$ cat config.mk
export PLATFORM = sky130hd
export DESIGN_NAME = dpp_ctrl
export DESIGN_NICKNAME = d
export VERILOG_FILES = /design/src/hw/dpp_ctrl.v /design/src/hw/dpp_phase_path.v
export VERILOG_INCLUDE_DIRS = /design/src /design/src/shared
export SDC_FILE = /design/constraint.sdc
export NUM_CORES = 1
export LEC_CHECK = 0
export ABC_CLOCK_PERIOD_IN_PS = 6000
export BUFFER_PORTS_ARGS = -buffer_cell sky130_fd_sc_hd__buf_2
export CORE_MARGIN = 2
export CORE_UTILIZATION = 37
export CTS_BUF_LIST = sky130_fd_sc_hd__clkbuf_8 sky130_fd_sc_hd__clkbuf_16
export CTS_CLUSTER_SIZE = 16
export DETAILED_ROUTE_END_ITERATION = 8
export GPL_TIMING_DRIVEN = 1
export PLACE_DENSITY = 0.65
export SKIP_LAST_GASP = 1
export SLEW_MARGIN = 20
export SYNTH_ARGS = -nofsm -noshare
export SYNTH_HDL_FRONTEND = slang
export SYNTH_SLANG_ARGS = --single-unit
$ cat constraint.sdc
create_clock -name clk -period 6 [get_ports clk]
set_input_delay 0.6 -clock clk [delete_from_list [all_inputs] [get_ports clk]]
set_output_delay 0.6 -clock clk [all_outputs]
set_load 0.01 [all_outputs]
$ cat src/shared/dpp_ctrl_regs.vh
/*
  Register offsets, field positions, reset values and constants for the
  phase offset and pattern control register bank.
  Assumes inclusion by bare name from the design files.
*/
`ifndef DPP_CTRL_REGS_VH
`define DPP_CTRL_REGS_VH

// ---------------------------------------------------------------------
// Register offsets (15-bit serial address field)
// ---------------------------------------------------------------------
`define DPP_ADDR_CHAN4_PHASE 15'h0040
`define DPP_ADDR_CHAN3_PHASE 15'h0041
`define DPP_ADDR_CHAN2_PHASE 15'h0042
`define DPP_ADDR_CHAN1_PHASE 15'h0043
`define DPP_ADDR_PAT_CTRL1 15'h0044
`define DPP_ADDR_PAT_CTRL2 15'h0045

// ---------------------------------------------------------------------
// Reset values
// ---------------------------------------------------------------------
`define DPP_RST_PHASE 16'h0000
`define DPP_RST_PAT_CTRL1 16'h0000
`define DPP_RST_PAT_CTRL2 16'h0000
`define DPP_UNMAPPED_READ 16'h0000

// ---------------------------------------------------------------------
// Field positions
// ---------------------------------------------------------------------
`define DPP_BIT_FIRST_ONLY_DELAY 1
`define DPP_BIT_CHAN4_COSINE 15
`define DPP_BIT_CHAN4_CNT_CLK 14
`define DPP_BIT_CHAN3_COSINE 11
`define DPP_BIT_CHAN3_CNT_CLK 10
`define DPP_BIT_CHAN3_PHASE_MEM 9

// ---------------------------------------------------------------------
// Phase scaling and serial frame layout
// ---------------------------------------------------------------------
`define DPP_QUARTER_CYCLE 16'h4000
`define DPP_FRAME_LAST_BIT 6'h1f
`define DPP_HEADER_LAST_BIT 6'h0f

`endif

$ cat src/hw/dpp_ctrl.v
/*
  Phase offset and pattern control register bank of a four-channel
  waveform generator, reached over the device's serial port.
  Assumes serial pins are asynchronous to clk and the synthesizer MSBs
  and pattern memory data come from logic on clk.
*/
// Contract
// - Four 16-bit phase words, read/write, reset zero.
// - Phase word scales linearly over one cycle.
// - Trigger delay mode bit one, global, reset zero.
// - Cosine select bits make channel output cosine.
// - Counter clock select: DAC clock or MSB edge.
// - Channel three phase from memory top bits.
// - Memory bit clear uses channel three register.
`timescale 1ns/1ps
`default_nettype none
`include "dpp_ctrl_regs.vh"

module dpp_ctrl (
  // Clock and reset
  input wire clk,
  input wire srst,
  // Serial port pins
  input wire spi_sclk,
  input wire spi_cs_n,
  input wire spi_mosi,
  output reg spi_miso_q,
  output reg spi_miso_oe_n_q,
  // Synthesizer and pattern memory side
  input wire [3:0] synth_msb,
  input wire [11:0] chan3_start_address_data,
  // Channel phase words after source and cosine selection
  output wire [15:0] chan1_phase_word,
  output wire [15:0] chan2_phase_word,
  output wire [15:0] chan3_phase_word,
  output wire [15:0] chan4_phase_word,
  // Address counter step enables per channel
  output wire [3:0] addr_step,
  // Pattern control levels
  output reg first_pattern_only_delay_q,
  output reg chan4_cosine_select_q,
  output reg chan3_cosine_select_q,
  output reg chan4_counter_clock_select_q,
  output reg chan3_counter_clock_select_q,
  output reg chan3_phase_from_memory_q
);

  // -------------------------------------------------------------------
  // Register storage
  // -------------------------------------------------------------------
  reg [15:0] chan4_phase_offset_q;
  reg [15:0] chan3_phase_offset_q;
  reg [15:0] chan2_phase_offset_q;
  reg [15:0] chan1_phase_offset_q;
  reg [15:0] pattern_control_one_q;
  reg [15:0] pattern_control_two_q;

  // -------------------------------------------------------------------
  // Pin synchronisers
  // -------------------------------------------------------------------
  reg [2:0] sclk_sync_q;
  reg [1:0] cs_sync_q;
  reg [1:0] mosi_sync_q;

  // -------------------------------------------------------------------
  // Serial frame state
  // -------------------------------------------------------------------
  reg [5:0] bit_cnt_q;
  reg [14:0] shift_in_q;
  reg read_phase_q;
  reg [14:0] addr_q;
  reg [15:0] shift_out_q;

  wire sclk_rise;
  wire sclk_fall;
  wire cs_active;
  wire [14:0] header_addr;
  wire [15:0] write_data;

  // Read decode shared by the header capture path.
  function [15:0] dpp_read_reg;
    input [14:0] addr;
    begin
      if (addr == `DPP_ADDR_CHAN4_PHASE)
        dpp_read_reg = chan4_phase_offset_q;
      else if (addr == `DPP_ADDR_CHAN3_PHASE)
        dpp_read_reg = chan3_phase_offset_q;
      else if (addr == `DPP_ADDR_CHAN2_PHASE)
        dpp_read_reg = chan2_phase_offset_q;
      else if (addr == `DPP_ADDR_CHAN1_PHASE)
        dpp_read_reg = chan1_phase_offset_q;
      else if (addr == `DPP_ADDR_PAT_CTRL1)
        dpp_read_reg = pattern_control_one_q;
      else if (addr == `DPP_ADDR_PAT_CTRL2)
        dpp_read_reg = pattern_control_two_q;
      else
        dpp_read_reg = `DPP_UNMAPPED_READ;
    end
  endfunction

  // Two flops per pin; the third sclk stage only feeds edge detection.
  always @(posedge clk)
  begin
    if (srst)
    begin
      sclk_sync_q <= 3'h0;
      cs_sync_q <= 2'h3;
      mosi_sync_q <= 2'h0;
    end
    else
    begin
      sclk_sync_q <= {sclk_sync_q[1:0], spi_sclk};
      cs_sync_q <= {cs_sync_q[0], spi_cs_n};
      mosi_sync_q <= {mosi_sync_q[0], spi_mosi};
    end
  end

  // Edge and frame qualifiers built from settled synchroniser stages.
  assign sclk_rise = sclk_sync_q[1] & ~sclk_sync_q[2];
  assign sclk_fall = ~sclk_sync_q[1] & sclk_sync_q[2];
  assign cs_active = ~cs_sync_q[1];
  assign header_addr = {shift_in_q[13:0], mosi_sync_q[1]};
  assign write_data = {shift_in_q[14:0], mosi_sync_q[1]};

  // -------------------------------------------------------------------
  // Serial frame engine
  // -------------------------------------------------------------------

  // Shift in 32 bits: read flag, 15-bit address, 16-bit data.
  always @(posedge clk)
  begin
    if (srst)
    begin
      bit_cnt_q <= 6'h00;
      shift_in_q <= 15'h0000;
      read_phase_q <= 1'b0;
      addr_q <= 15'h0000;
      shift_out_q <= 16'h0000;
      spi_miso_q <= 1'b0;
      spi_miso_oe_n_q <= 1'b1;
    end
    else if (!cs_active)
    begin
      // Deselect aborts any partial frame.
      bit_cnt_q <= 6'h00;
      read_phase_q <= 1'b0;
      spi_miso_oe_n_q <= 1'b1;
    end
    else
    begin
      if (sclk_rise)
      begin
        // Only the last 15 bits are ever read, so older bits fall off.
        shift_in_q <= {shift_in_q[13:0], mosi_sync_q[1]};
        bit_cnt_q <= bit_cnt_q + 6'h01;
        if (bit_cnt_q == `DPP_HEADER_LAST_BIT)
        begin
          addr_q <= header_addr;
          read_phase_q <= shift_in_q[14];
          shift_out_q <= dpp_read_reg(header_addr);
        end
      end
      else if (sclk_fall && read_phase_q)
      begin
        // Master samples on rising edges, so drive on falling ones.
        spi_miso_q <= shift_out_q[15];
        shift_out_q <= {shift_out_q[14:0], 1'b0};
        spi_miso_oe_n_q <= 1'b0;
      end
    end
  end

  // -------------------------------------------------------------------
  // Register writes
  // -------------------------------------------------------------------

  // Store the full word at the last data bit of a write frame.
  always @(posedge clk)
  begin
    if (srst)
    begin
      chan4_phase_offset_q <= `DPP_RST_PHASE;
      chan3_phase_offset_q <= `DPP_RST_PHASE;
      chan2_phase_offset_q <= `DPP_RST_PHASE;
      chan1_phase_offset_q <= `DPP_RST_PHASE;
      pattern_control_one_q <= `DPP_RST_PAT_CTRL1;
      pattern_control_two_q <= `DPP_RST_PAT_CTRL2;
    end
    else if (cs_active && sclk_rise && !read_phase_q &&
             bit_cnt_q == `DPP_FRAME_LAST_BIT)
    begin
      // Reserved bits are kept and read back but drive nothing.
      if (addr_q == `DPP_ADDR_CHAN4_PHASE)
        chan4_phase_offset_q <= write_data;
      else if (addr_q == `DPP_ADDR_CHAN3_PHASE)
        chan3_phase_offset_q <= write_data;
      else if (addr_q == `DPP_ADDR_CHAN2_PHASE)
        chan2_phase_offset_q <= write_data;
      else if (addr_q == `DPP_ADDR_CHAN1_PHASE)
        chan1_phase_offset_q <= write_data;
      else if (addr_q == `DPP_ADDR_PAT_CTRL1)
        pattern_control_one_q <= write_data;
      else if (addr_q == `DPP_ADDR_PAT_CTRL2)
        pattern_control_two_q <= write_data;
    end
  end

  // -------------------------------------------------------------------
  // Control bit outputs
  // -------------------------------------------------------------------

  // Mirror control fields to flops that feed the pattern logic.
  always @(posedge clk)
  begin
    if (srst)
    begin
      first_pattern_only_delay_q <= 1'b0;
      chan4_cosine_select_q <= 1'b0;
      chan3_cosine_select_q <= 1'b0;
      chan4_counter_clock_select_q <= 1'b0;
      chan3_counter_clock_select_q <= 1'b0;
      chan3_phase_from_memory_q <= 1'b0;
    end
    else
    begin
      // Set: delay only before the first pattern; clear: every pass.
      first_pattern_only_delay_q <=
        pattern_control_one_q[`DPP_BIT_FIRST_ONLY_DELAY];
      chan4_cosine_select_q <=
        pattern_control_two_q[`DPP_BIT_CHAN4_COSINE];
      chan3_cosine_select_q <=
        pattern_control_two_q[`DPP_BIT_CHAN3_COSINE];
      chan4_counter_clock_select_q <=
        pattern_control_two_q[`DPP_BIT_CHAN4_CNT_CLK];
      chan3_counter_clock_select_q <=
        pattern_control_two_q[`DPP_BIT_CHAN3_CNT_CLK];
      chan3_phase_from_memory_q <=
        pattern_control_two_q[`DPP_BIT_CHAN3_PHASE_MEM];
    end
  end

  // -------------------------------------------------------------------
  // Channel phase paths
  // -------------------------------------------------------------------

  // Channels one and two have no upper-half controls here.
  dpp_phase_path u_chan1 (
    .clk(clk),
    .srst(srst),
    .offset_word(chan1_phase_offset_q),
    .cosine_select(1'b0),
    .from_memory(1'b0),
    .memory_data(12'h000),
    .counter_clock_select(1'b0),
    .synth_msb(synth_msb[0]),
    .phase_q(chan1_phase_word),
    .step_q(addr_step[0])
  );

  dpp_phase_path u_chan2 (
    .clk(clk),
    .srst(srst),
    .offset_word(chan2_phase_offset_q),
    .cosine_select(1'b0),
    .from_memory(1'b0),
    .memory_data(12'h000),
    .counter_clock_select(1'b0),
    .synth_msb(synth_msb[1]),
    .phase_q(chan2_phase_word),
    .step_q(addr_step[1])
  );

  // Channel three may take its phase from pattern memory.
  dpp_phase_path u_chan3 (
    .clk(clk),
    .srst(srst),
    .offset_word(chan3_phase_offset_q),
    .cosine_select(chan3_cosine_select_q),
    .from_memory(chan3_phase_from_memory_q),
    .memory_data(chan3_start_address_data),
    .counter_clock_select(chan3_counter_clock_select_q),
    .synth_msb(synth_msb[2]),
    .phase_q(chan3_phase_word),
    .step_q(addr_step[2])
  );

  dpp_phase_path u_chan4 (
    .clk(clk),
    .srst(srst),
    .offset_word(chan4_phase_offset_q),
    .cosine_select(chan4_cosine_select_q),
    .from_memory(1'b0),
    .memory_data(12'h000),
    .counter_clock_select(chan4_counter_clock_select_q),
    .synth_msb(synth_msb[3]),
    .phase_q(chan4_phase_word),
    .step_q(addr_step[3])
  );

endmodule // dpp_ctrl

`default_nettype wire

$ cat src/hw/dpp_phase_path.v
/*
  One synthesizer channel's phase path: selects the phase source, adds
  the cosine quarter-cycle shift and makes the address counter step.
  Assumes all inputs come from logic on the same clock.
*/
`timescale 1ns/1ps
`default_nettype none
`include "dpp_ctrl_regs.vh"

module dpp_phase_path (
  // Clock and reset
  input wire clk,
  input wire srst,
  // Configuration
  input wire [15:0] offset_word,
  input wire cosine_select,
  input wire from_memory,
  input wire [11:0] memory_data,
  input wire counter_clock_select,
  // Synthesizer side
  input wire synth_msb,
  output reg [15:0] phase_q,
  output reg step_q
);

  reg msb_prev_q;
  reg [15:0] source_d;
  reg [15:0] phase_d;
  reg step_d;

  // Pick the phase source and add a quarter cycle for cosine output.
  always @*
  begin
    if (from_memory)
      source_d = {memory_data[11:4], 8'h00};
    else
      source_d = offset_word;
    // The word wraps modulo one full cycle, so 0x4000 is 90 degrees.
    if (cosine_select)
      phase_d = source_d + `DPP_QUARTER_CYCLE;
    else
      phase_d = source_d;
    // DAC clock steps every cycle; else step on the MSB rising edge.
    if (counter_clock_select)
      step_d = synth_msb & ~msb_prev_q;
    else
      step_d = 1'b1;
  end

  // Registered outputs.
  always @(posedge clk)
  begin
    if (srst)
    begin
      msb_prev_q <= 1'b0;
      phase_q <= `DPP_RST_PHASE;
      step_q <= 1'b0;
    end
    else
    begin
      msb_prev_q <= synth_msb;
      phase_q <= phase_d;
      step_q <= step_d;
    end
  end

endmodule // dpp_phase_path

`default_nettype wire

Word-level counts from Yosys, hierarchy flattened
Cells that the tools add are included.
{ "classes": {"n_addsub": 3, "eq_ne": 15, "n_mux": 15, "n_bitwise": 15, "n_reduce_logical": 19} }
{ "ops": {"columns": ["operator", "n"], "rows": [
  ["16-bit 2-to-1 mux", 12],
  ["15-bit by 7-bit == test with 1-bit output (second input constant)", 12],
  ["16-bit by 15-bit adder with 16-bit output (second input constant)", 2],
  ["3-bit AND reduction", 4],
  ["1-bit inverter", 11],
  ["2-bit AND reduction", 4],
  ["7-bit AND reduction", 1],
  ["6-bit by 1-bit adder with 6-bit output (second input constant)", 1],
  ["6-bit by 4-bit == test with 1-bit output (second input constant)", 1],
  ["6-bit by 5-bit == test with 1-bit output (second input constant)", 1],
  ["6-bit AND reduction", 1],
  ["5-bit AND reduction", 1],
  ["1-bit bitwise AND", 4],
  ["1-bit logical AND", 4],
  ["4-bit AND reduction", 1],
  ["1-bit 2-to-1 mux", 3],
  ["2-bit by 1-bit != test with 1-bit output (second input constant)", 1],
  ["2-bit nonzero test", 1],
  ["2-bit OR reduction", 1],
  ["1-bit zero test", 1]
]} }
{ "word_totals": {"ff_bits": 233, "inputBits": 21, "out_inout_bits": 76, "elab_cells": 98} }

Longest topological paths before layout
Gate-level depths: netlist (run 1).
{ "logic_depth": {"ltp_word": 9, "depth_mapped": 9, "ltp_nobuf": 6} }

Modules after synthesis
A second synthesis (run 1) with hierarchy kept.
{ "unflattened": {"hier_cells": 1037, "hier_area_um2": 9464.1} }
{ "modules_own_cells": {"columns": ["module", "instances", "cells_per_inst", "area_each_um2", "seq_area_each_um2"], "rows": [
  ["dpp_ctrl", 1, 825, 7056.8, 3283.1],
  ["dpp_phase_path", 4, 53, 601.8, 360.3]
]} }

Worst setup path before layout (run 1)
Ideal clock, no wire load.
{ "synth_timing": {"kind": "register to register", "start": "register shift_in_q[3]", "end": "register shift_out_q[12]", "setup_ns": 0.117, "arrival_ns": 1.902, "t_required_ns": 5.883, "setup_slack_ns": 3.981, "stages_incl_launch_ff": 8, "n_path_buf": 2, "period_less_slack_ns": 2.019, "cell_sequence": "dfxtp_1 buf_6 or3_1 buf_2 or3_4 or3_4 o21a_1 a22o_1"} }
{ "synth_via": {"elab_chain_cells": 9, "elab_cells_between_ends": 14, "classes_between": "eq/ne: 6; mux: 8"} }
{ "synth_rtl": {"columns": ["element", "line", "rtl"], "rows": [
  ["start: declaration", "dpp_ctrl.v:69", "reg [14:0] shift_in_q;"],
  ["start signal: assignment", "dpp_ctrl.v:154", "shift_in_q <= {shift_in_q[13:0], mosi_sync_q[1]};"],
  ["15-bit by 7-bit == test with 1-bit output (no line)", null, null],
  ["16-bit 2-to-1 mux", "dpp_ctrl.v:94", "else if (addr == `DPP_ADDR_PAT_CTRL2)"],
  ["16-bit 2-to-1 mux", "dpp_ctrl.v:92", "else if (addr == `DPP_ADDR_PAT_CTRL1)"],
  ["16-bit 2-to-1 mux", "dpp_ctrl.v:90", "else if (addr == `DPP_ADDR_CHAN1_PHASE)"],
  ["16-bit 2-to-1 mux", "dpp_ctrl.v:88", "else if (addr == `DPP_ADDR_CHAN2_PHASE)"],
  ["16-bit 2-to-1 mux", "dpp_ctrl.v:86", "else if (addr == `DPP_ADDR_CHAN3_PHASE)"],
  ["16-bit 2-to-1 mux *", "dpp_ctrl.v:84", "if (addr == `DPP_ADDR_CHAN4_PHASE)"],
  ["16-bit 2-to-1 mux *", "dpp_ctrl.v:156", "if (bit_cnt_q == `DPP_HEADER_LAST_BIT)"],
  ["16-bit 2-to-1 mux *", "dpp_ctrl.v:151", "if (sclk_rise)"],
  ["end signal: assignment", "dpp_ctrl.v:160", "shift_out_q <= dpp_read_reg(header_addr);"],
  ["end signal: assignment", "dpp_ctrl.v:167", "shift_out_q <= {shift_out_q[14:0], 1'b0};"],
  ["end: declaration", "dpp_ctrl.v:72", "reg [15:0] shift_out_q;"]
]} }
Every way passes the cells marked *; elsewhere a longest branch is shown, timed or not. The select of a mux whose other input is x is not followed.
A chain may end at the register's enable or synchronous reset.

Worst setup path in the final report (run 1)
{ "layout_timing": {"start": "register sclk_sync_q[2]", "end": "register shift_out_q[0]"} }
{ "layout_via": {"elab_chain_cells": 4, "elab_cells_between_ends": 8, "classes_between": "eq/ne: 1; mux: 1; bitwise: 3; reduce/logical: 3"} }
{ "layout_rtl": {"columns": ["element", "line", "rtl"], "rows": [
  ["start: declaration", "dpp_ctrl.v:61", "reg [2:0] sclk_sync_q;"],
  ["start signal: assignment", "dpp_ctrl.v:112", "sclk_sync_q <= {sclk_sync_q[1:0], spi_sclk};"],
  ["1-bit inverter or 1-bit bitwise AND (tied branches)", "dpp_ctrl.v:119, dpp_ctrl.v:120", null],
  ["1-bit bitwise AND or 1-bit logical AND (tied branches)", "dpp_ctrl.v:119, dpp_ctrl.v:163", null],
  ["2-bit by 1-bit != test with 1-bit output (no line) or 2-bit nonzero test (tied branches)", null, null],
  ["3-bit AND reduction (no line)", null, null]
]} }
Several ways; a longest one is shown, not always the timed one.

==> metrics.txt, run 1 <==
Switch Pwr ~0.64 mW; Comb power frac 1.8%; WL final about 23000 um; RSZ-0062 raised after global routing no; Worst-path clk slew around 70 ps; R2R depth 5; cts hold-fix bufs 0; fin crit share 49.6%; Tmin final between 2000 and 3000 ps; Placer Congestion about 0.84; Worst Hold Class in2reg; starting density of the core a little under two fifths; number of synthesized register bits around 230; Synth Area in Adders less than 1%; Vias about 6900; Pwr Total between 3 and 4 mW; H-tree depth 1; Async SR Flop Fraction 0%; Worst slew margin 29.5%; number of global-route vias before repair ~6700; largest family of logic cells by synthesized area simple AND/OR/NAND/NOR gates; core area roughly 23000 um2; slowest cell on the critical path nor2_1; PortBufs 90; Post-synth EDFFs 0; CP arrival around 3400 ps; crit path kind reg2reg; Slew @ Worst Pin 1050 ps; leakage power about 4.4 nW; Die Footprint 25200 um2; synthesis warning total 0; WP depth 5; CTS Buf Count 24; Synth Area in Compound Gates between 10% and 20%; CP top delay family simple AND/OR/NAND/NOR gates; sequential fraction of design power approximately 50%; post-CTS sizing 0; P per Cell Area about 310 nW/um2; max-cap check violation count 0; first-pass GRT wire length approximately 36000 um; final setup fails 0; DR WL/cell between 15 and 20 um; post-synthesis xor/xnor area fraction less than 1%; Worst EP required about 6500 ps; Chip Height 159 um; post-synthesis cell type count 50; Max IR drop VDD roughly 0.17 mV; Post-CTS Setup Bufs 0; gr usage total between 10% and 20%; TritonCTS clock tree yes; Post-Syn Instances 971; Boundary Pins 97; status finished, final reports clean; antenna fix cells 0; Largest stage delay, worst path roughly 840 ps; clock sinks ~230; Post-Place Setup Slack 2930 ps; total global routing overflow 0; Simple-Gate Fraction of Synth Area a little under a fifth; critical path cell sequence nand2b_1 -> or3_1 -> a21oi_1 -> nor2_1 -> a22o_1; largest net degree at the start of global routing 79; crit end category register; Main synth FF type dfxtp_1; hold path cells 2; layout cells sized above 1 ~14%; initial DRC count around 470; sequential fraction of the synthesis area a little over half; Max Freq ~340 MHz; die width 159 um; Hold Violations, Final 0; post-synthesis mux area share under 10%; Net Sw Frac 20.3%; cell area after synthesis 8870 um2; # fillers 2281; WP buf/inv 0; Worst Path Max Fanout 19; PnR worst setup slack just over 3000 ps; Area Growth Syn to Fin 16.2%; Critical Path Start Type register; Pint 2.53 mW; # rows 56; Clock Latency Late Sink ~520 ps; fin nets approximately 1000; drc violations 0; Net Count, Synth just under 1000; TritonRoute pass-1 iters 5; TNS Setup 0 ps; Clk pwr share ~49%; vias per cell ~5; Max clock buf depth 3; antenna violations before repair 0; fin. max-slew vios 0; CTS root buf clkbuf_16; mean post-synth cell area 9.13 um2; ANT nets after route 0; DP HPWL between 10000 and 15000 um; clk_skew about 19 ps; flop2flop setup slack about 3000 ps
kinds of logic (layout without fill, tap and decap cells):
kind of cell	after synthesis	after routing
adder cells (fa/ha/maj)	1	1
buffers and inverters	107	170
flip-flops	233	233
multiplexers	79	79
AO/OA/AOI/OAI	187	187
AND/OR/NAND/NOR	356	356
XOR/XNOR	8	8
Yosys cell counts, types with 6 or more instances:
library cell / n / area (um2)
inv_1: 29 / 109
nand2b_1: 16 / 100
nand3_1: 6 / 30.0
buf_1: 6 / 22.5
mux2i_1: 79 / 791
a21o_1: 32 / 240
nand2_1: 133 / 499
dfxtp_1: 233 / 4660
clkbuf_1: 53 / 199
and2_1: 9 / 56.3
nor2_1: 106 / 398
o21ai_0: 25 / 125
a211oi_1: 14 / 105
a21oi_1: 63 / 315
a221oi_1: 11 / 96.3
o21ai_1: 8 / 40.0
o2bb2ai_1: 11 / 96.3
nor2b_1: 47 / 294
buf_2: 13 / 65.1
a2bb2oi_1: 8 / 70.1
power groups by stage:
stage,Clock (mW),Sequential (mW),Combinational [mW]
final,1.57,1.55,0.0587
after global routing,1.66,1.55,0.0631
after CTS,1.60,1.55,0.0583
after detailed placement,0,1.59,0.0583
after global placement,0,1.59,0.0582
after floorplan,0,1.59,0.0413
worst paths after layout:
kind | from | to
worst min register to register | cs_sync_q[0] | cs_sync_q[1]
worst max register to register | sclk_sync_q[2] | shift_out_q[0]
worst max-delay path | sclk_sync_q[2] | shift_out_q[0]
worst min-delay path | spi_cs_n | cs_sync_q[0]
stage by stage:
stage | instances | cell area (um2) | hold slack, ps | utilization, %
global placement | 1310 | 9460 | 398 | 40.3
detailed placement | 1310 | 9460 | 398 | 40.3
floorplan | 971 | 8870 | 389 | -
global route | 1353 | 10300 | 271 | 43.9
finish | 1353 | 10300 | 274 | 43.9
CTS | 1353 | 10300 | 256 | 43.9
registers in the layout, summed over array words and instances, names as in the netlist, 15 cells and up:
register	cells
addr_q	15
chan3_phase_offset_q	16
u_chan4.phase_q	16
u_chan3.phase_q	16
chan2_phase_offset_q	16
pattern_control_two_q	16
chan1_phase_offset_q	16
shift_out_q	16
u_chan1.phase_q	16
u_chan2.phase_q	16
shift_in_q	15
chan4_phase_offset_q	16
pattern_control_one_q	16
routing by layer:
layer / GRT usage, % / part of all wire, %
met1: 22.1 / 43
met2: 29.9 / 48
met3: 3.42 / 6.3
met4: 6.84 / 3.3
met5: 0 / 0
layout make-up:
type	count	area [um2]	area share (%)
flip-flops and latches	233	4670	45.3
multi-input cells	631	3770	36.6
clock buffers	32	722	7.00
repair buffers	98	513	4.98
well taps	319	399	3.87
clock inverters	11	124	1.20
inverters	29	109	1.06
placed cells by master (no fill, tap or decap), types with 4 or more instances in the layout:
master and instances:
nand2b_1 16, buf_2 89, a211oi_1 14, nor3_1 4, inv_1 34, mux2i_1 79
a2bb2oi_1 8, buf_4 9, clkbuf_16 25, o21ai_0 25, nor2_1 106, dfxtp_1 232
and2_1 9, a221oi_1 11, xor2_1 5, o2bb2ai_1 11, o211ai_1 4, nand2_1 133
o21ai_1 8, clkbuf_8 7, nand3_1 6, a21o_1 32, nor4_1 5, nor4b_1 4
nor2b_1 46, a22o_1 4, a21oi_1 63
No activity file was read; power rests on OpenSTA's default activity.
==> run 2, diff against run 1 <==
--- a/config.mk
+++ b/config.mk
@@ -6,7 +6,7 @@
 export SDC_FILE = /design/constraint.sdc
 export NUM_CORES = 1
 export LEC_CHECK = 0
-export ABC_CLOCK_PERIOD_IN_PS = 6000
+export ABC_CLOCK_PERIOD_IN_PS = 2400
 export BUFFER_PORTS_ARGS = -buffer_cell sky130_fd_sc_hd__buf_2
 export CORE_MARGIN = 2
 export CORE_UTILIZATION = 37
@@ -14,7 +14,7 @@
 export CTS_CLUSTER_SIZE = 16
 export DETAILED_ROUTE_END_ITERATION = 8
 export GPL_TIMING_DRIVEN = 1
-export PLACE_DENSITY = 0.65
+export PLACE_DENSITY = 0.67
 export SKIP_LAST_GASP = 1
 export SLEW_MARGIN = 20
 export SYNTH_ARGS = -nofsm -noshare
==> constraint.sdc (replaced) <==
create_clock -name clk -period 2.4 [get_ports clk]
set_input_delay 0.24 -clock clk [delete_from_list [all_inputs] [get_ports clk]]
set_output_delay 0.24 -clock clk [all_outputs]
set_load 0.01 [all_outputs]
==> run 2 against run 1 <==
Compared with the run above: die area unchanged; worst hold slack got worse by 180 ps; clock skew about the same; sequential power increased to 2.5 times the previous value; routed wire length increased by 3.0%; fmax increased by 35%; largest cell class unchanged; first-iteration DRC count decreased by 4.0%; non-clock buffer count increased by 44.
==> metrics.txt, run 2 (synthesis gave the netlist of run 1 again) <==
H-tree depth 1 (unchanged); number of global-route vias before repair 6627 (-0.36%); # fillers 2232 (-2.1%); uppermost layer routed met4; first-pass GRT wire length 36400 um (+1.3%); antenna fix cells 0 (unchanged); fin. max-slew vios 0 (unchanged); Pwr Total 8.07 mW (+150%); max-cap check violation count 0 (unchanged); final setup fails 0 (unchanged); die width 159 um (unchanged); Final Util 45.6% (+1.7 points); DP HPWL 15700 um (+4.7%); Max Freq 453 MHz (+35%); WL final 23300 um (+3.0%); cell count after placement 1343 (+2.5%); Max IR drop VDD 0.418 mV (+140%); TNS Setup 0 ps (unchanged); Worst EP required 2790 ps (-3670 ps); Non-Filler Instances 1397 (+3.3%); CTS Buf Count 25 (+4.2%); # rows 56 (unchanged); initial DRC count 454 (-4.0%); Boundary Pins 97 (unchanged); P per Cell Area 753 nW/um2 (+140%); Die Footprint 25200 um2 (unchanged); Post-Place Setup Slack 239 ps (-2700 ps); core area 23500 um2 (unchanged); Worst Path Max Fanout 14 (-5); met3 WL 1390 um (-2.9%); Worst slew margin 34.2% (+4.7 points); met1 wire length 10000 um (+3.6%); TritonRoute pass-1 iters 6 (+1); PortBufs 90 (unchanged); TritonCTS clock tree yes; CTS root buf clkbuf_16; starting density of the core 37.8% (unchanged); largest net degree at the start of global routing 113 (+43%); gr usage total 17.8% (+0.22 points); Met2 Wirelength 11100 um (+3.1%); status finished, final reports clean; clk_skew 19.1 ps (-0.0680 ps); ANT nets after route 0 (unchanged); DR WL/cell 16.7 um (-0.27%); Tmin final 2210 ps (-771 ps); layout cells sized above 1 17.1% (+2.9 points); hold path cells 4 (+2); fin crit share 91.9% (+42 points); total global routing overflow 0 (unchanged); Chip Height 159 um (unchanged); CP arrival 2590 ps (-850 ps); vias per cell 5.06 (-0.18%); Max clock buf depth 3 (unchanged); fin nets 1084 (+4.3%); Worst Hold Class in2reg; Critical Path Start Type register; most frequent cells in the layout dfxtp_1 (232), nand2_1 (133), nor2_1 (105), buf_2 (89), mux2i_1 (79); Clock Latency Late Sink 520 ps (about the same); leakage power 4.66 nW (+5.0%); Post-CTS Setup Bufs 0 (unchanged); Placer Congestion 0.840 (+0.41%); Vias 7067 (+3.1%); PnR worst setup slack 195 ps (-2830 ps); R2R depth 6 (+1); clock sinks 233 (unchanged); Worst-path clk slew 60 ps (about the same); commonest non-fill, non-tap cell in the layout dfxtp_1; antenna violations before repair 0 (unchanged); RSZ-0062 raised after global routing no; drc violations 0 (unchanged); Area Growth Syn to Fin 20.8%; Slew @ Worst Pin 984 ps (-69.8 ps); crit end category register; Hold Violations, Final 0 (unchanged); crit path kind reg2reg
run 2: cell count changes in the layout (fill, tap and decap cells not counted), moves of 3 or more:
cell,before,now
clkinv_2,3,6
dlygate4sd3_1,0,11
inv_1,34,30
buf_4,9,39
buf_12,0,3
run 2: layout make-up:
type / count / area (um2) / share of cell area [%]
multi-input combinational: 631 / 3760 / 35.1
clock inverter: 12 / 163 / 1.52
inverter: 29 / 109 / 1.02
tap: 319 / 399 / 3.73
clock buffer: 31 / 708 / 6.61
timing repair buffer: 142 / 908 / 8.48
sequential: 233 / 4670 / 43.6
run 2: critical path: stages (launching register included):
cell	delay, ps
dfxtp_1	390
nor3b_2	530
and3_1	330
and3_1	370
buf_12	220
mux2i_1	200
nor2_1	50
run 2: timing repair:
item                                    4_1_cts  5_1_grt
endpoints found under the setup margin        0        4
hold buffers                                 11        0
endpoints found under the hold margin        12        0
gates resized for setup                       0        1
run 2: worst paths after layout:
check | startpoint | to | slack, ps
worst max-delay path | sclk_sync_q[1] | chan2_phase_offset_q[14] | 190
worst min-delay path | chan3_start_address_data[11] | u_chan3.phase_q[15] | 100
worst max register to register | sclk_sync_q[1] | chan2_phase_offset_q[14] | 190
worst min register to register | cs_sync_q[0] | cs_sync_q[1] | 410
run 2: power by group:
group,switching (mW),internal [mW],leakage (nW)
clock,1.51,2.50,0.441
combinational,0.105,0.0625,2.34
sequential,0.00883,3.88,1.88
total,1.62,6.44,4.66
run 2: through the flow:
step / hold WS, ps / cell area (um2)
global placement: 397 / 9730
global route: 106 / 10700
CTS: 74.8 / 10700
detailed placement: 397 / 9730
floorplan: 344 / 8870
finish: 98.6 / 10700
run 2: routing by layer:
metal	global-route usage, %	up-vias
met5	0	-
met2	29.9	214
met1	23.1	3374
met3	3.00	40
li1	-	3439
met4	6.76	0
==> run 3, diff against run 2 <==
--- a/config.mk
+++ b/config.mk
@@ -6,15 +6,15 @@
 export SDC_FILE = /design/constraint.sdc
 export NUM_CORES = 1
 export LEC_CHECK = 0
-export ABC_CLOCK_PERIOD_IN_PS = 2400
+export ABC_CLOCK_PERIOD_IN_PS = 2250
 export BUFFER_PORTS_ARGS = -buffer_cell sky130_fd_sc_hd__buf_2
 export CORE_MARGIN = 2
-export CORE_UTILIZATION = 37
+export CORE_UTILIZATION = 33
 export CTS_BUF_LIST = sky130_fd_sc_hd__clkbuf_8 sky130_fd_sc_hd__clkbuf_16
 export CTS_CLUSTER_SIZE = 16
 export DETAILED_ROUTE_END_ITERATION = 8
 export GPL_TIMING_DRIVEN = 1
-export PLACE_DENSITY = 0.67
+export PLACE_DENSITY = 0.6
 export SKIP_LAST_GASP = 1
 export SLEW_MARGIN = 20
 export SYNTH_ARGS = -nofsm -noshare
==> constraint.sdc (replaced) <==
create_clock -name clk -period 2.25 [get_ports clk]
set_input_delay 0.225 -clock clk [delete_from_list [all_inputs] [get_ports clk]]
set_output_delay 0.225 -clock clk [all_outputs]
set_load 0.01 [all_outputs]
==> run 3 against run 2 <==
Compared with the run above: critical endpoint is now pattern_control_two_q[2]; worst hold slack got worse by 26 ps; sequential power up 6.4%; cell count rose by 2.3%; critical path type unchanged; largest cell class unchanged; die area is 12% higher; largest power group unchanged.
==> metrics.txt, run 3 (synthesis gave the netlist of run 1 again) <==
status finished, final reports clean; P per Cell Area 813 nW/um2 (+8.0%); Chip Height 168 um (+5.7%); Max Freq 477 MHz (+5.2%); cell mode on critical path nand2_1; Worst-path clk slew 60 ps (about the same); sequential fraction of design power 46.9% (-1.3 points); antenna fix cells 0 (unchanged); Die Footprint 28200 um2 (+12%); core area 26700 um2 (+14%); fin nets 1091 (+0.65%); crit end category register; Max IR drop VDD 0.483 mV (+16%); Comb power frac 2.1% (about the same); Placer Congestion 0.806 (-4.1%); ANT nets after route 0 (unchanged); Net Sw Frac 20.6% (+0.46 points); Sequential cell area 4670 um2 (unchanged); Area Growth Syn to Fin 22.4%; layout cells sized above 1 17.8% (+0.76 points); commonest non-fill, non-tap cell in the layout dfxtp_1; Pwr Total 8.83 mW (+9.5%); Switch Pwr 1.82 mW (+12%); gr usage total 16.5% (-1.4 points); Worst Hold Class in2reg; Pint 7.02 mW (+8.9%); CTS root buf clkbuf_16; final setup fails 0 (unchanged); DR WL/cell 16.6 um (-0.38%); Clock Latency Late Sink 530 ps (about the same); PortBufs 90 (unchanged); critical path cell sequence ha_1 -> and4b_1 -> nand2_1 -> or4_1 -> buf_4 -> nand2_1 -> a21oi_1; WL final 23700 um (+1.9%); H-tree depth 1 (unchanged); first-pass GRT wire length 36900 um (+1.5%); TritonCTS clock tree yes; number of global-route vias before repair 6702 (+1.1%); # rows 60 (+7.1%); clk_skew 20.5 ps (+1.44 ps); Critical Path Start Type register; Tmin final 2100 ps (-109 ps); total global routing overflow 0 (unchanged); Worst EP required 2640 ps (-150 ps); # fillers 2579 (+16%); slowest cell on the critical path or4_1; Vias 6972 (-1.3%); Clk pwr share 51.0% (+1.3 points); TritonRoute pass-1 iters 5 (-1); initial DRC count 481 (+5.9%); CP arrival 2480 ps (-110 ps); most frequent cells in the layout dfxtp_1 (232), nand2_1 (133), nor2_1 (105), buf_2 (89), mux2i_1 (79); TNS Setup 0 ps (unchanged); Max clock buf depth 3 (unchanged); leakage power 4.72 nW (+1.4%); drc violations 0 (unchanged); Worst slew margin 55.5% (+21 points); starting density of the core 33.3% (-4.5 points); Largest stage delay, worst path 490 ps (-40 ps); multi-input logic area 3770 um2 (+0.17%); Post-CTS Setup Bufs 0 (unchanged); Worst Path Max Fanout 19 (+5); largest net degree at the start of global routing 77 (-32%); WP buf/inv 1 (unchanged); Hold Violations, Final 0 (unchanged); fin. max-slew vios 0 (unchanged); vias per cell 4.88 (-3.6%); die width 168 um (+5.7%); fin crit share 93.2% (+1.3 points); CP top delay family simple AND/OR/NAND/NOR gates; clock sinks 233 (unchanged); crit path kind reg2reg; Boundary Pins 97 (unchanged); CTS Buf Count 25 (unchanged); antenna violations before repair 0 (unchanged); max-cap check violation count 0 (unchanged); DP HPWL 16400 um (+4.7%); RSZ-0062 raised after global routing no; Slew @ Worst Pin 667 ps (-317 ps)
-- run 3: changes by cell type in the layout (fill, tap and decap cells not counted), sizes merged --
cell,delta
buf,+7
bufinv,+1
clkinv,-3
clkinvlp,+1
inv,+4
-- run 3: worst register-to-register path: cells and delay by family (launching register included) --
family | cells | cell delay [ps]
AND/OR/NAND/NOR | 4 | 1080
flip-flops | 1 | 360
adder cells (fa/ha/maj) | 1 | 240
buffers and inverters | 1 | 230
AO/OA/AOI/OAI | 1 | 60
-- run 3: cell type report --
class | instances | area share [%]
multi-input combinational | 631 | 34.7
clock inverter | 15 | 1.95
sequential | 233 | 43.0
clock buffer | 31 | 6.52
inverter | 29 | 1.00
timing repair buffer | 149 | 8.96
tap | 341 | 3.93
-- run 3: what timing repair did --
| item | in CTS | in global routing |
|---|---|---|
| setup endpoints to repair | 0 | 30 |
| resized for setup | 0 | 2 |
| hold buffers | 11 | 0 |
| endpoints found under the hold margin | 13 | 0 |
-- run 3: final timing paths --
check                                    start  cells past startpoint                       end  slack (ps)
hold / removal    chan3_start_address_data[11]                      4       u_chan3.phase_q[15]          70
setup reg to reg                  bit_cnt_q[0]                      7  pattern_control_two_q[2]         150
hold reg to reg                   cs_sync_q[0]                      1              cs_sync_q[1]         410
setup / recovery                  bit_cnt_q[0]                      7  pattern_control_two_q[2]         150
-- run 3: layer usage --
layer	GRT usage [%]	wire (um)	part of all wire, %	vias up
li1	-	-	-	3466
met1	21.2	10400	44	3289
met2	28.4	11400	48	178
met3	2.23	1230	5.2	39
met4	5.90	723	3.0	0
met5	0	0	0	-
-- run 3: power by group through the flow --
stage	sequential, mW	combinational, mW	clock, mW
2_1_floorplan	4.23	0.110	0
3_3_place_gp	4.24	0.168	0
3_5_place_dp	4.24	0.168	0
4_1_cts	4.14	0.183	4.59
5_1_grt	4.14	0.199	4.76
6_report	4.14	0.185	4.50
-- run 3: stage by stage --
step           worst slack (ps)  utilization [%]  std cells  hold WS, ps  cell area, um2
2_1_floorplan               231                -        971          329            8870
3_3_place_gp                119             36.9       1372          408            9820
3_5_place_dp                115             36.9       1372          398            9820
4_1_cts                     102             40.7       1429         61.0           10900
5_1_grt                    17.5             40.8       1429         89.2           10900
6_report                    154             40.8       1429         72.9           10900
